File: config.mk
export PLATFORM = sky130hd
export DESIGN_NAME = rtop_top
export DESIGN_NICKNAME = d
export VERILOG_FILES = /design/src/rtop_pkg.sv /design/src/rtop_prbs.sv /design/src/rtop_top.sv
export SDC_FILE = /design/constraint.sdc
export NUM_CORES = 1
export LEC_CHECK = 0
export ABC_CLOCK_PERIOD_IN_PS = 2700
export BUFFER_PORTS_ARGS = -buffer_cell sky130_fd_sc_hd__buf_2
export CAP_MARGIN = 20
export CORE_ASPECT_RATIO = 1.5
export CORE_MARGIN = 2
export CORE_UTILIZATION = 59
export DETAILED_ROUTE_END_ITERATION = 6
export GPL_TIMING_DRIVEN = 0
export HOLD_SLACK_MARGIN = 0.08
export PLACE_DENSITY = 0.89
export SYNTH_ARGS = -nofsm -noshare
export SYNTH_HDL_FRONTEND = slang
export SYNTH_SLANG_ARGS = --single-unit
export TNS_END_PERCENT = 50
File: constraint.sdc
create_clock -name clk -period 2.7 [get_ports clk]
set_input_delay 0.27 -clock clk [delete_from_list [all_inputs] [get_ports clk]]
set_output_delay 0.27 -clock clk [all_outputs]
set_load 0.03 [all_outputs]
File: src/rtop_pkg.sv
package rtop_pkg;

  // ----------------------------------------------------------------
  // Register offsets
  // ----------------------------------------------------------------
  localparam logic [7:0] RTOP_ADDR_CAP_OVR   = 8'h08;
  localparam logic [7:0] RTOP_ADDR_OVR_EN    = 8'h09;
  localparam logic [7:0] RTOP_ADDR_PRBS_CLK  = 8'h0D;
  localparam logic [7:0] RTOP_ADDR_SD_FORCE  = 8'h14;
  localparam logic [7:0] RTOP_ADDR_DIV_SEL   = 8'h18;
  localparam logic [7:0] RTOP_ADDR_CP_CTRL   = 8'h1B;
  localparam logic [7:0] RTOP_ADDR_OUT_SEL   = 8'h1E;
  localparam logic [7:0] RTOP_ADDR_VCTL      = 8'h1F;
  localparam logic [7:0] RTOP_ADDR_PRBS_PAT  = 8'h30;
  localparam logic [7:0] RTOP_ADDR_RAW_RSCH  = 8'h3F;

  // ----------------------------------------------------------------
  // Field positions
  // ----------------------------------------------------------------
  localparam int RTOP_OVR_CAP_BIT   = 7;
  localparam int RTOP_OVR_VCTL_BIT  = 6;
  localparam int RTOP_OVR_MUX_BIT   = 5;
  localparam int RTOP_OVR_QCLK_BIT  = 4;
  localparam int RTOP_OVR_CP_BIT    = 3;
  localparam int RTOP_OVR_DIV_BIT   = 2;
  localparam int RTOP_MUX_MSB       = 7;
  localparam int RTOP_MUX_LSB       = 5;
  localparam int RTOP_PRBS_EN_BIT   = 4;
  localparam int RTOP_QCLK_EN_BIT   = 0;
  localparam int RTOP_PRBS_LOAD_BIT = 3;
  localparam int RTOP_PRBS_CLK_BIT  = 5;
  localparam int RTOP_SD_ON_BIT     = 7;
  localparam int RTOP_SD_OFF_BIT    = 6;
  localparam int RTOP_DIV_MSB       = 6;
  localparam int RTOP_DIV_LSB       = 4;
  localparam int RTOP_RSCH_OFF_BIT  = 7;

  // ----------------------------------------------------------------
  // Reset values
  // ----------------------------------------------------------------
  localparam logic [7:0] RTOP_RST_ZERO    = 8'h00;
  localparam logic [7:0] RTOP_RST_OUT_SEL = 8'hE0;  // Mute select, PRBS off
  localparam logic [7:0] RTOP_RST_CP      = 8'h03;  // Charge pump on

  // ----------------------------------------------------------------
  // Output select codes and pattern codes
  // ----------------------------------------------------------------
  localparam logic [2:0] RTOP_SEL_RAW   = 3'h0;
  localparam logic [2:0] RTOP_SEL_RTM   = 3'h1;
  localparam logic [2:0] RTOP_SEL_ICLK  = 3'h2;
  localparam logic [2:0] RTOP_SEL_QCLK  = 3'h3;
  localparam logic [2:0] RTOP_SEL_PRBS  = 3'h4;
  localparam logic [2:0] RTOP_SEL_10M   = 3'h5;
  localparam logic [2:0] RTOP_SEL_BAD   = 3'h6;
  localparam logic [2:0] RTOP_SEL_MUTE  = 3'h7;
  localparam logic [1:0] RTOP_PAT_NINE  = 2'h0;
  localparam logic [1:0] RTOP_PAT_THIRTY_ONE = 2'h2;
  localparam logic [2:0] RTOP_DIV_MAX_CODE = 3'h4;

  // ----------------------------------------------------------------
  // Types
  // ----------------------------------------------------------------
  typedef enum logic [2:0] {
    RTOP_SRC_MUTE,
    RTOP_SRC_RAW,
    RTOP_SRC_RTM,
    RTOP_SRC_ICLK,
    RTOP_SRC_QCLK,
    RTOP_SRC_PRBS,
    RTOP_SRC_10M
  } rtop_src_type;

  // Register access request
  typedef struct packed {
    logic       wr;
    logic [7:0] addr;
    logic [7:0] wdata;
  } rtop_req_type;

  // Analog control bundle toward the VCO and loop
  typedef struct packed {
    logic       cap_ovr;
    logic [4:0] cap_val;
    logic       vctl_ovr;
    logic [4:0] vctl_val;
    logic       cp_en;
    logic [4:0] div_ratio;
    logic       research_off;
    logic       chan_en;
  } rtop_ana_type;

endpackage : rtop_pkg

File: src/rtop_prbs.sv
`timescale 1ns/10ps
`default_nettype none

module rtop_prbs
(
  // Clock and reset
  input  wire logic       clk,
  input  wire logic       rst_n,
  // Control
  input  wire logic       dig_en,
  input  wire logic       load,
  input  wire logic       run,
  input  wire logic [1:0] pattern,
  // Output
  output logic            bit_out
);
  import rtop_pkg::*;

  logic [30:0] lfsr_r;
  logic [30:0] lfsr_nxt;
  logic        fb_nine;
  logic        fb_long;
  logic        bit_r;

  // Feedback taps for the two polynomials
  assign fb_nine  = lfsr_r[8] ^ lfsr_r[4];
  assign fb_long  = lfsr_r[30] ^ lfsr_r[27];
  assign lfsr_nxt = (pattern == RTOP_PAT_THIRTY_ONE) ?
                    {lfsr_r[29:0], fb_long} :
                    {lfsr_r[30:9], lfsr_r[7:0], fb_nine};

  // Shift register; load low holds it at the all-ones seed
  always_ff @(posedge clk)
  begin
    if (!rst_n || !dig_en || !load)
      lfsr_r <= {31{1'b1}};
    else if (run)
      lfsr_r <= lfsr_nxt;
  end

  // Registered serial output
  always_ff @(posedge clk)
  begin
    if (!rst_n)
      bit_r <= 1'b0;
    else
      bit_r <= (pattern == RTOP_PAT_THIRTY_ONE) ? lfsr_r[30] : lfsr_r[8];
  end

  assign bit_out = bit_r;

endmodule : rtop_prbs
`default_nettype wire

File: src/rtop_top.sv
// What this block does
// - Override clear: select field picks output when signal present but unlocked; 7 mutes.
// - Override clear and field zero: raw data sent whenever channel unlocked.
// - Override set: output is always the selected source regardless of lock.
// - Re-search disable bit stops cap re-search so raw bypass is not muted.
// - No detected signal powers down channel; output muted unless detect forced.
// - 0x14 bit 7 set, bit 6 clear forces signal detect and enables channel.
// - 0x14 bits 7 and 6 clear return detect to the internal circuitry.
// - Without input the VCO free-runs at divider and capacitor settings.
// - Override active: free-running 10 MHz clock can always be selected.
// - Locked: VCO clocks and PRBS output are synchronous to the input.
// - Without override the divide ratio follows the detected bit rate.
// - 0x09 bit 2 set: ratio from 0x18 bits 6:4, codes 0-4 give 1-16.
// - Pattern field 0 gives nine-bit, 2 gives thirty-one-bit pattern.
// - Lock is kept whichever source the output selector drives.
// - 0x09 bit 3 plus 0x1b bits 1:0 zero disable the charge pump.
// - 0x09 bit 7 enables capacitor override taken from 0x08 bits 4:0.
// - 0x09 bit 6 enables control-voltage DAC from 0x1f bits 4:0.
// - Override register resets to zero; writing zero cancels every override.
// - Select codes: 7 mute, 6 invalid, 5 oscillator, 4 pattern, 3/2 clocks, 1/0 data.
// - Quadrature clock only when 0x09 bit 4 and 0x1e bit 0 are set.
`timescale 1ns/10ps
`default_nettype none

module rtop_top
(
  // Clock and reset
  input  wire logic                  clk,
  input  wire logic                  rst_n,
  // Register port
  input  wire rtop_pkg::rtop_req_type reg_req,
  input  wire logic                  reg_valid,
  output logic [7:0]                 reg_rdata,
  output logic                       reg_ready,
  // Channel status from the analog side (asynchronous)
  input  wire logic                  sig_detect_raw,
  input  wire logic                  cdr_lock_raw,
  input  wire logic [2:0]            auto_div_code,
  // Data and clock sources, already in this domain
  input  wire logic                  raw_data,
  input  wire logic                  retimed_data,
  input  wire logic                  in_phase_vco_clock,
  input  wire logic                  quadrature_vco_clock,
  input  wire logic                  osc_10m,
  // Channel output
  output logic                       out_data,
  output logic                       out_mute,
  output rtop_pkg::rtop_src_type     out_src,
  // Analog controls
  output rtop_pkg::rtop_ana_type     ana_ctrl
);
  import rtop_pkg::*;

  // ----------------------------------------------------------------
  // Registers
  // ----------------------------------------------------------------
  logic [7:0] cap_r, ovr_r, pclk_r, sdf_r, div_r, cp_r, osel_r, vctl_r, ppat_r, rsch_r;
  logic [7:0] rdata_r;
  logic       wr_en;

  // Writes land on any valid cycle; the port never stalls
  assign wr_en     = reg_valid && reg_req.wr;
  assign reg_ready = 1'b1;

  // Byte-wide register writes; reset sets every override cleared
  always_ff @(posedge clk)
  begin
    if (!rst_n)
    begin
      cap_r  <= RTOP_RST_ZERO;
      ovr_r  <= RTOP_RST_ZERO;
      pclk_r <= RTOP_RST_ZERO;
      sdf_r  <= RTOP_RST_ZERO;
      div_r  <= RTOP_RST_ZERO;
      cp_r   <= RTOP_RST_CP;
      osel_r <= RTOP_RST_OUT_SEL;
      vctl_r <= RTOP_RST_ZERO;
      ppat_r <= RTOP_RST_ZERO;
      rsch_r <= RTOP_RST_ZERO;
    end
    else if (wr_en)
    begin
      unique case (reg_req.addr)
        RTOP_ADDR_CAP_OVR:  cap_r  <= reg_req.wdata;
        RTOP_ADDR_OVR_EN:   ovr_r  <= reg_req.wdata;
        RTOP_ADDR_PRBS_CLK: pclk_r <= reg_req.wdata;
        RTOP_ADDR_SD_FORCE: sdf_r  <= reg_req.wdata;
        RTOP_ADDR_DIV_SEL:  div_r  <= reg_req.wdata;
        RTOP_ADDR_CP_CTRL:  cp_r   <= reg_req.wdata;
        RTOP_ADDR_OUT_SEL:  osel_r <= reg_req.wdata;
        RTOP_ADDR_VCTL:     vctl_r <= reg_req.wdata;
        RTOP_ADDR_PRBS_PAT: ppat_r <= reg_req.wdata;
        RTOP_ADDR_RAW_RSCH: rsch_r <= reg_req.wdata;
        default:            ;
      endcase
    end
  end

  // Read mux; unmapped offsets read zero
  logic [7:0] rd_sel;
  always_comb
  begin
    unique case (reg_req.addr)
      RTOP_ADDR_CAP_OVR:  rd_sel = cap_r;
      RTOP_ADDR_OVR_EN:   rd_sel = ovr_r;
      RTOP_ADDR_PRBS_CLK: rd_sel = pclk_r;
      RTOP_ADDR_SD_FORCE: rd_sel = sdf_r;
      RTOP_ADDR_DIV_SEL:  rd_sel = div_r;
      RTOP_ADDR_CP_CTRL:  rd_sel = cp_r;
      RTOP_ADDR_OUT_SEL:  rd_sel = osel_r;
      RTOP_ADDR_VCTL:     rd_sel = vctl_r;
      RTOP_ADDR_PRBS_PAT: rd_sel = ppat_r;
      RTOP_ADDR_RAW_RSCH: rd_sel = rsch_r;
      default:            rd_sel = RTOP_RST_ZERO;
    endcase
  end

  // Registered read data, one cycle after a valid read
  always_ff @(posedge clk)
  begin
    if (!rst_n)
      rdata_r <= RTOP_RST_ZERO;
    else if (reg_valid && !reg_req.wr)
      rdata_r <= rd_sel;
  end

  assign reg_rdata = rdata_r;

  // ----------------------------------------------------------------
  // Status synchronisers
  // ----------------------------------------------------------------
  logic [1:0] sd_meta_r, sd_sync_r;
  logic [2:0] ad_meta_r, ad_sync_r, ad_prev_r, ad_stab_r;
  logic [2:0] ad_stab_nxt;

  // Two flops on every asynchronous status input
  always_ff @(posedge clk)
  begin
    if (!rst_n)
    begin
      sd_meta_r <= 2'h0;
      sd_sync_r <= 2'h0;
      ad_meta_r <= 3'h0;
      ad_sync_r <= 3'h0;
      ad_prev_r <= 3'h0;
      ad_stab_r <= 3'h0;
    end
    else
    begin
      sd_meta_r <= {cdr_lock_raw, sig_detect_raw};
      sd_sync_r <= sd_meta_r;
      ad_meta_r <= auto_div_code;
      ad_sync_r <= ad_meta_r;
      ad_prev_r <= ad_sync_r;
      ad_stab_r <= ad_stab_nxt;
    end
  end

  // Rate code is several bits wide: it is taken only once two
  // samples agree, so a code caught mid-change never reaches the divider
  assign ad_stab_nxt = (ad_sync_r == ad_prev_r) ? ad_sync_r : ad_stab_r;

  // Synchronised status bits
  logic sig_det_s, lock_s;
  assign sig_det_s = sd_sync_r[0];
  assign lock_s    = sd_sync_r[1];

  // ----------------------------------------------------------------
  // Control decode
  // ----------------------------------------------------------------
  logic       sd_force_on, sd_force_off, chan_en, mux_ovr, raw_hold;
  logic [2:0] sel_code, div_code;

  // Signal-detect force pair; the other two combinations leave detection alone
  assign sd_force_on  = sdf_r[RTOP_SD_ON_BIT] && !sdf_r[RTOP_SD_OFF_BIT];
  assign sd_force_off = !sdf_r[RTOP_SD_ON_BIT] && sdf_r[RTOP_SD_OFF_BIT];
  // Device detection when neither bit forces a state
  assign chan_en      = sd_force_on || (!sd_force_off && sig_det_s);
  assign mux_ovr      = ovr_r[RTOP_OVR_MUX_BIT];
  assign sel_code     = osel_r[RTOP_MUX_MSB:RTOP_MUX_LSB];
  assign raw_hold     = rsch_r[RTOP_RSCH_OFF_BIT];

  // Decode of a select code into a source
  function automatic rtop_src_type sel_decode(input logic [2:0] code, input logic q_ok);
    unique case (code)
      RTOP_SEL_RAW:  sel_decode = RTOP_SRC_RAW;
      RTOP_SEL_RTM:  sel_decode = RTOP_SRC_RTM;
      RTOP_SEL_ICLK: sel_decode = RTOP_SRC_ICLK;
      RTOP_SEL_QCLK: sel_decode = q_ok ? RTOP_SRC_QCLK : RTOP_SRC_MUTE;
      RTOP_SEL_PRBS: sel_decode = RTOP_SRC_PRBS;
      RTOP_SEL_10M:  sel_decode = RTOP_SRC_10M;
      RTOP_SEL_BAD:  sel_decode = RTOP_SRC_MUTE;
      RTOP_SEL_MUTE: sel_decode = RTOP_SRC_MUTE;
    endcase
  endfunction : sel_decode

  logic         q_ok;
  rtop_src_type sel_src, src_nxt;
  // Quadrature clock needs both of its enables
  assign q_ok    = ovr_r[RTOP_OVR_QCLK_BIT] && osel_r[RTOP_QCLK_EN_BIT];
  assign sel_src = sel_decode(sel_code, q_ok);

  // Source choice: override forces selection, else lock picks retimed
  assign src_nxt = !chan_en ? RTOP_SRC_MUTE :
                   mux_ovr  ? sel_src :
                   lock_s   ? RTOP_SRC_RTM : sel_src;

  // Raw bypass under mux override is muted by re-search unless the hold bit is set
  logic mute_nxt;
  assign mute_nxt = (src_nxt == RTOP_SRC_MUTE) ||
                    (src_nxt == RTOP_SRC_RAW && mux_ovr && !raw_hold);

  // ----------------------------------------------------------------
  // Pattern generator
  // ----------------------------------------------------------------
  logic prbs_bit;
  // Generator steps on this clock, which follows the VCO when locked
  rtop_prbs rtop_prbs_inst
  (
    .clk     (clk),
    .rst_n   (rst_n),
    .dig_en  (osel_r[RTOP_PRBS_EN_BIT]),
    .load    (ppat_r[RTOP_PRBS_LOAD_BIT]),
    .run     (pclk_r[RTOP_PRBS_CLK_BIT]),
    .pattern (ppat_r[1:0]),
    .bit_out (prbs_bit)
  );

  // ----------------------------------------------------------------
  // Output stage
  // ----------------------------------------------------------------
  logic         data_nxt;
  logic         out_r, mute_r;
  rtop_src_type src_r;

  // Data mux; the VCO sources stay in their own phase when locked
  always_comb
  begin
    unique case (src_nxt)
      RTOP_SRC_RAW:  data_nxt = raw_data;
      RTOP_SRC_RTM:  data_nxt = retimed_data;
      RTOP_SRC_ICLK: data_nxt = in_phase_vco_clock;
      RTOP_SRC_QCLK: data_nxt = quadrature_vco_clock;
      RTOP_SRC_PRBS: data_nxt = prbs_bit;
      RTOP_SRC_10M:  data_nxt = osc_10m;
      default:       data_nxt = 1'b0;
    endcase
  end

  // Output flops
  always_ff @(posedge clk)
  begin
    if (!rst_n)
    begin
      out_r  <= 1'b0;
      mute_r <= 1'b1;
      src_r  <= RTOP_SRC_MUTE;
    end
    else
    begin
      out_r  <= mute_nxt ? 1'b0 : data_nxt;
      mute_r <= mute_nxt;
      src_r  <= src_nxt;
    end
  end

  assign out_data = out_r;
  assign out_mute = mute_r;
  assign out_src  = src_r;

  // ----------------------------------------------------------------
  // VCO and loop controls
  // ----------------------------------------------------------------
  // Divider code: override field or rate-derived code, clamped to 16
  logic [2:0] div_pick;
  assign div_pick = ovr_r[RTOP_OVR_DIV_BIT] ? div_r[RTOP_DIV_MSB:RTOP_DIV_LSB]
                                            : ad_stab_r;
  assign div_code = (div_pick > RTOP_DIV_MAX_CODE) ? RTOP_DIV_MAX_CODE : div_pick;

  // Analog bundle; lock is not disturbed by the output choice
  logic cp_off;
  assign cp_off = ovr_r[RTOP_OVR_CP_BIT] && (cp_r[1:0] == 2'h0);
  always_ff @(posedge clk)
  begin
    if (!rst_n)
      ana_ctrl <= '0;
    else
    begin
      ana_ctrl.cap_ovr      <= ovr_r[RTOP_OVR_CAP_BIT];
      ana_ctrl.cap_val      <= cap_r[4:0];
      ana_ctrl.vctl_ovr     <= ovr_r[RTOP_OVR_VCTL_BIT];
      ana_ctrl.vctl_val     <= vctl_r[4:0];
      ana_ctrl.cp_en        <= !cp_off;
      ana_ctrl.div_ratio    <= 5'(5'h01 << div_code);
      ana_ctrl.research_off <= raw_hold;
      ana_ctrl.chan_en      <= chan_en;
    end
  end

endmodule : rtop_top
`default_nettype wire
* Word level (Yosys, flattened, before mapping) *
Cells that the tools add are included.

operators by class
  add/sub/neg operators = 0
  $mul = 0
  divide/modulo/power cells = 0
  magnitude comparators = 1
  equal/unequal tests = 25
  shift operators = 1
  muxes and demuxes = 11
  bitwise logic cells = 3
  reductions and logical operators = 38

operators by type and width
  kind                   number
  $pmux W8 S10           1
  $eq A8 B5 Y1 const B   5
  $eq A8 B4 Y1 const B   3
  $reduce_and A2 Y1      11
  $eq A3 B3 Y1 const B   7
  $pmux W3 S7            1
  $mux W3                6
  $eq A8 B6 Y1 const B   2
  $eq A3 B2 Y1 const B   4
  $logic_and A1 B1 Y1    9
  $logic_not A1 Y1       9
  $eq A3 B1 Y1 const B   2
  $logic_not A3 Y1       2
  $pmux W1 S6            1
  $shl A1 B3 Y5 const A  1
  $logic_or A1 B1 Y1     4
  $reduce_or A2 Y1       2
  $eq A3 B3 Y1           1
  $gt A3 B3 Y1 const B   1
  $eq A2 B2 Y1 const B   1
  $logic_not A2 Y1       1
  $mux W1                2
  $xor A1 B1 Y1          2
  $not A1 Y1             1

storage, ports and cells
  bits in registers = 161
  latch bits = 0
  memory bits (writable) = 0
  ROM bits = 0
  bits of input ports = 30
  output and inout bits = 34
  memories = 0

* Logic depth before layout (Yosys ltp) *
  depth after elaboration = 11
  depth in mapped cells = 8
  mapped depth without buffers = 5

* Hierarchy *
Synthesis repeated with hierarchy kept, for this count alone.

unflattened totals
  cells, all modules = 695
  area total of the unflattened synthesis = 6572.6 µm²

modules (own cells, without submodules)
  module     times used  cells an instance  area each (µm²)
  rtop_top   1           561                5415.2
  rtop_prbs  1           134                1157.4

* Least setup slack after synthesis *
OpenSTA, ideal clock, no wires.

  path kind = input to register
  start point = input port reg_req[9] in the netlist's numbering
  end point = register cap_r[7]
  data arrival time = 1.987 ns
  data required time = 2.572 ns
  setup slack = 0.586 ns
  stages on the path = 7
  path buffers = 2
  cell sequence = buf_2 nor4b_1 and4bb_2 and3_1 buf_4 mux2i_1 nor2_1

on the way
  word-level cells in the longest chain between the ends = 2

RTL lines
  element                      RTL line        RTL
  start: declaration           rtop_top.sv:31  input wire rtop_pkg::rtop_req_type reg_req,
  $eq A8 B4 Y1                 rtop_top.sv:83  unique case (reg_req.addr)
  $reduce_and A2 Y1 (no line)  -
  end signal: assignment       rtop_top.sv:84  RTOP_ADDR_CAP_OVR: cap_r <= reg_req.wdata;
  end: declaration             rtop_top.sv:57  logic [7:0] cap_r, ovr_r, pclk_r, sdf_r, div_r, cp_r, osel_r, vctl_r, ppat_r, rsch_r;

No other way between the ends.
A chain may end at the register's enable or synchronous reset.

* Worst setup path in the final report *
  start point = input port reg_req[10] in the netlist's numbering
  end point = register pclk_r[5]

on the way
  word-level cells in the longest chain between the ends = 2

RTL lines
  element                      RTL line        RTL
  $eq A8 B4 Y1                 rtop_top.sv:83
  $reduce_and A2 Y1 (no line)  -
  end signal: assignment       rtop_top.sv:86  RTOP_ADDR_PRBS_CLK: pclk_r <= reg_req.wdata;
  end: declaration             rtop_top.sv:57

No other way between the ends.

==> key figures <==
Clocking
  – CTS Root Cell: clkbuf_16
  – Clk_lat worst skew: around 0.44 ns
  – Clock tree buffer depth: 2
  – Num CTS Buffers: 17
  – Sinks on the clock net: 161
  – CTS tree: done
  – CTS H-tree depth: 4
  – Worst-path clk slew: approximately 0.06 ns

GRT
  – Gr usage total: a little under a third
  – Vias in the first global route: around 5800
  – Antenna violations before repair: 1
  – First-pass GRT wire length: 29200 um
  – Largest net degree at the start of global routing: 18
  – GRT Residual Overflow: 0

Yosys
  – Synth unique cells: 59
  – Synthesized flop and latch total: ~160
  – EDFF count, synth: 0
  – Top-area cell type share of the netlist area: about half
  – Post-Syn Nets: a little under 800
  – Synth Warn #: 0
  – Synth Cell Area: 6640 um2
  – Largest cells by area after synthesis: dfxtp_1 49%, mux2i_1 12%, nand2_1 6.2%
  – Mapped Cells: about 740
  – Count leader, synth: dfxtp_1
  – Ys async rst share: 0%
  – Most frequent cells after synthesis: 161 x dfxtp_1, 109 x nand2_1, 78 x mux2i_1, 78 x nor2_1, 46 x nand3_1
  – Cell taking the most area after synthesis: dfxtp_1
  – Avg Cell Area, Syn: ~9 um2
  – Sequential fraction of the synthesis area: between 40 and 50%
  – Ys flop type: dfxtp_1

Routing
  – Via count: ~5900
  – Antenna Violating Nets Remaining: 0
  – Residual DRC count: 0
  – Initial drt markers: approximately 510
  – Wire per inst: approximately 19 um
  – Drt pass-1 iters: 7
  – Vias/cell: about 6.0
  – Final WL: 18700 um

Critical path
  – WP depth: 7
  – Worst Path Max Fanout: 10
  – Worst path bufs/invs: 4
  – CP most frequent cell: buf_2
  – Start point of the critical path: reg_req[10]
  – Cells along the critical path: buf_2 > buf_2 > buf_1 > inv_1 > nor3_2 > mux2i_1 > nor2_1
  – Critical Path AT: approximately 2.6 ns
  – Critical path startpoint category: input port
  – Type of the worst setup path: input port to register
  – Worst R2R Start: osel_r[5]
  – R2r worst-path depth: 5
  – Crit-path slowest cell: nor3_2
  – CP delay by family, top: buffers and inverters
  – Req. time, crit path: between 2 and 3 ns
  – Kind of end point of the critical path: register
  – Critical Path Max Stage Delay: 0.92 ns

STA
  – RSZ-0062 raised after global routing: false
  – Final min period: roughly 2.3 ns
  – Worst Tran Pin Value: 1.06 ns
  – Final setup vio count: 0
  – Pins Over Slew Limit: 0
  – Skew final: about 0.012 ns
  – Fmax: 435 MHz
  – Final hold slack: roughly 0.18 ns
  – Endpoints failing hold: 0
  – Rel. slew slack: between 20% and 30%
  – Setup TNS: 0 ns
  – Period Utilization, post-route: a little under nine tenths

Die
  – Die Area: around 12000 um2
  – Std cell rows: between 40 and 50
  – Chip width: around 91 um
  – Height of the die: roughly 130 um
  – Core area: about 11000 um2
  – Initial Utilization: just over 60%
  – IO Count: 64

Placed design
  – Routability cong.: ~1.1
  – Placed cell areas: 7120 um2
  – HPWL reported at the end of detailed placement: about 13000 um
  – Dpl cells: 943
  – Buffers added on ports: 54

Power and ir drop
  – Pwr per Cell Area: about 660 nW/um2
  – Pleak: around 3.0 nW
  – Worst VDD drop: between 0.4 and 0.5 mV

Job
  – Number of max-cap violations: 0

Worst hold path
  – Source of the worst hold timing path: retimed_data
  – Worst hold path class: input port to register
  – Hold path depth: 3

Finish
  – Final instance area: slightly below 8000 um2
  – Final Util: 70.8%
  – Nets: 850
  – Share of cells above drive strength 1: roughly 14%
  – Area growth syn-to-layout: 17.3%
  – Layout Cells excl Fill: a little under 1000

Status
  – Status: finished, final reports clean
[stage by stage]
| step | power, mW | worst slack, ns |
|---|---|---|
| CTS | 5.11 | 0.457 |
| global route | 5.23 | 0.282 |
| detailed placement | 2.66 | 0.0473 |
| global placement | 2.65 | -0.191 |
| finish | 5.13 | 0.400 |
| floorplan | 2.57 | 0.586 |
[flip-flops by register name, summed over array words and instances (netlist names), 3 cells and up]
name                   cells
div_r                      8
osel_r                     8
ad_stab_r                  3
rsch_r                     8
ovr_r                      8
reg_rdata                  8
ad_prev_r                  3
rtop_prbs_inst.lfsr_r     31
cap_r                      8
ppat_r                     8
cp_r                       8
vctl_r                     8
out_src                    3
pclk_r                     8
sdf_r                      8
ad_sync_r                  3
ana_ctrl                  20
ad_meta_r                  3
[cell usage in the layout, fill, tap and decap left out, types with 5 or more instances in the layout]
master and instances:
o21ai_0 17, nand2_1 109, dlygate4sd3_1 5, buf_1 5, a31oi_1 5, nand2b_1 6, a221oi_1 14, mux2i_1 78
and3_1 5, dfxtp_1 161, a22oi_1 7, buf_2 63, nor2_1 78, o211ai_1 5, clkbuf_16 17, nand3_1 46
inv_6 5, nand4_1 5, and2_1 28, mux2_2 6, a21oi_1 33, inv_1 9, clkbuf_1 39
[worst register-to-register path: stages (launching register included)]
cell      delay [ns]
dfxtp_1         0.52
or3b_2          0.51
a21oi_1         0.18
a221oi_1        0.08
o221a_2         0.31
a221oi_1        0.24
[final timing paths]
path | end | slack, ns
max | pclk_r[5] | 0.40
min | out_data | 0.18
max reg2reg | reg_rdata[5] | 0.77
min reg2reg | ad_sync_r[1] | 0.44
[power by group]
group	leakage (nW)	internal, mW	switching [mW]
clock	0.296	1.41	1.10
sequential	1.30	2.39	0.00671
combinational	1.37	0.0613	0.163
total	2.97	3.86	1.27
[kinds of logic (layout without fill, tap and decap cells)]
family	Yosys count	in the layout	synth area share, %
and+or+nand+nor	318	318	23.3
DFF	161	161	48.6
AOI/OAI and AO/OA	105	105	10.6
muxes	84	84	12.8
buffers and inverters	64	158	3.88
xor gates and xnor gates	6	6	0.792
other	1	2	0.0565
[routing by layer]
layer | track usage (%) | share of wire (%) | vias up
li1 | - | - | 2737
met1 | 32.0 | 36 | 2749
met2 | 53.7 | 49 | 315
met3 | 7.53 | 6.4 | 109
met4 | 25.6 | 8.1 | 0
met5 | 0 | 0 | -
[timing repair]
| item | CTS | global route |
|---|---|---|
| hold buffers | 5 | 0 |
| endpoints found under the hold margin | 5 | 0 |
| gates resized for setup | 0 | 0 |
| setup buffers | 0 | 0 |
[layout make-up]
| class | count | area [um2] |
|---|---|---|
| Sequential cell | 161 | 3220 |
| Fill cell | 813 | 3210 |
| Multi-Input combinational cell | 514 | 3150 |
| Clock buffer | 17 | 425 |
| Timing Repair Buffer | 62 | 347 |
| Buffer | 54 | 220 |
| Clock inverter | 15 | 189 |
| Tap cell | 147 | 184 |
| Inverter | 10 | 37.5 |
| Antenna cell | 1 | 2.50 |
No activity file was read; power rests on OpenSTA's default activity.
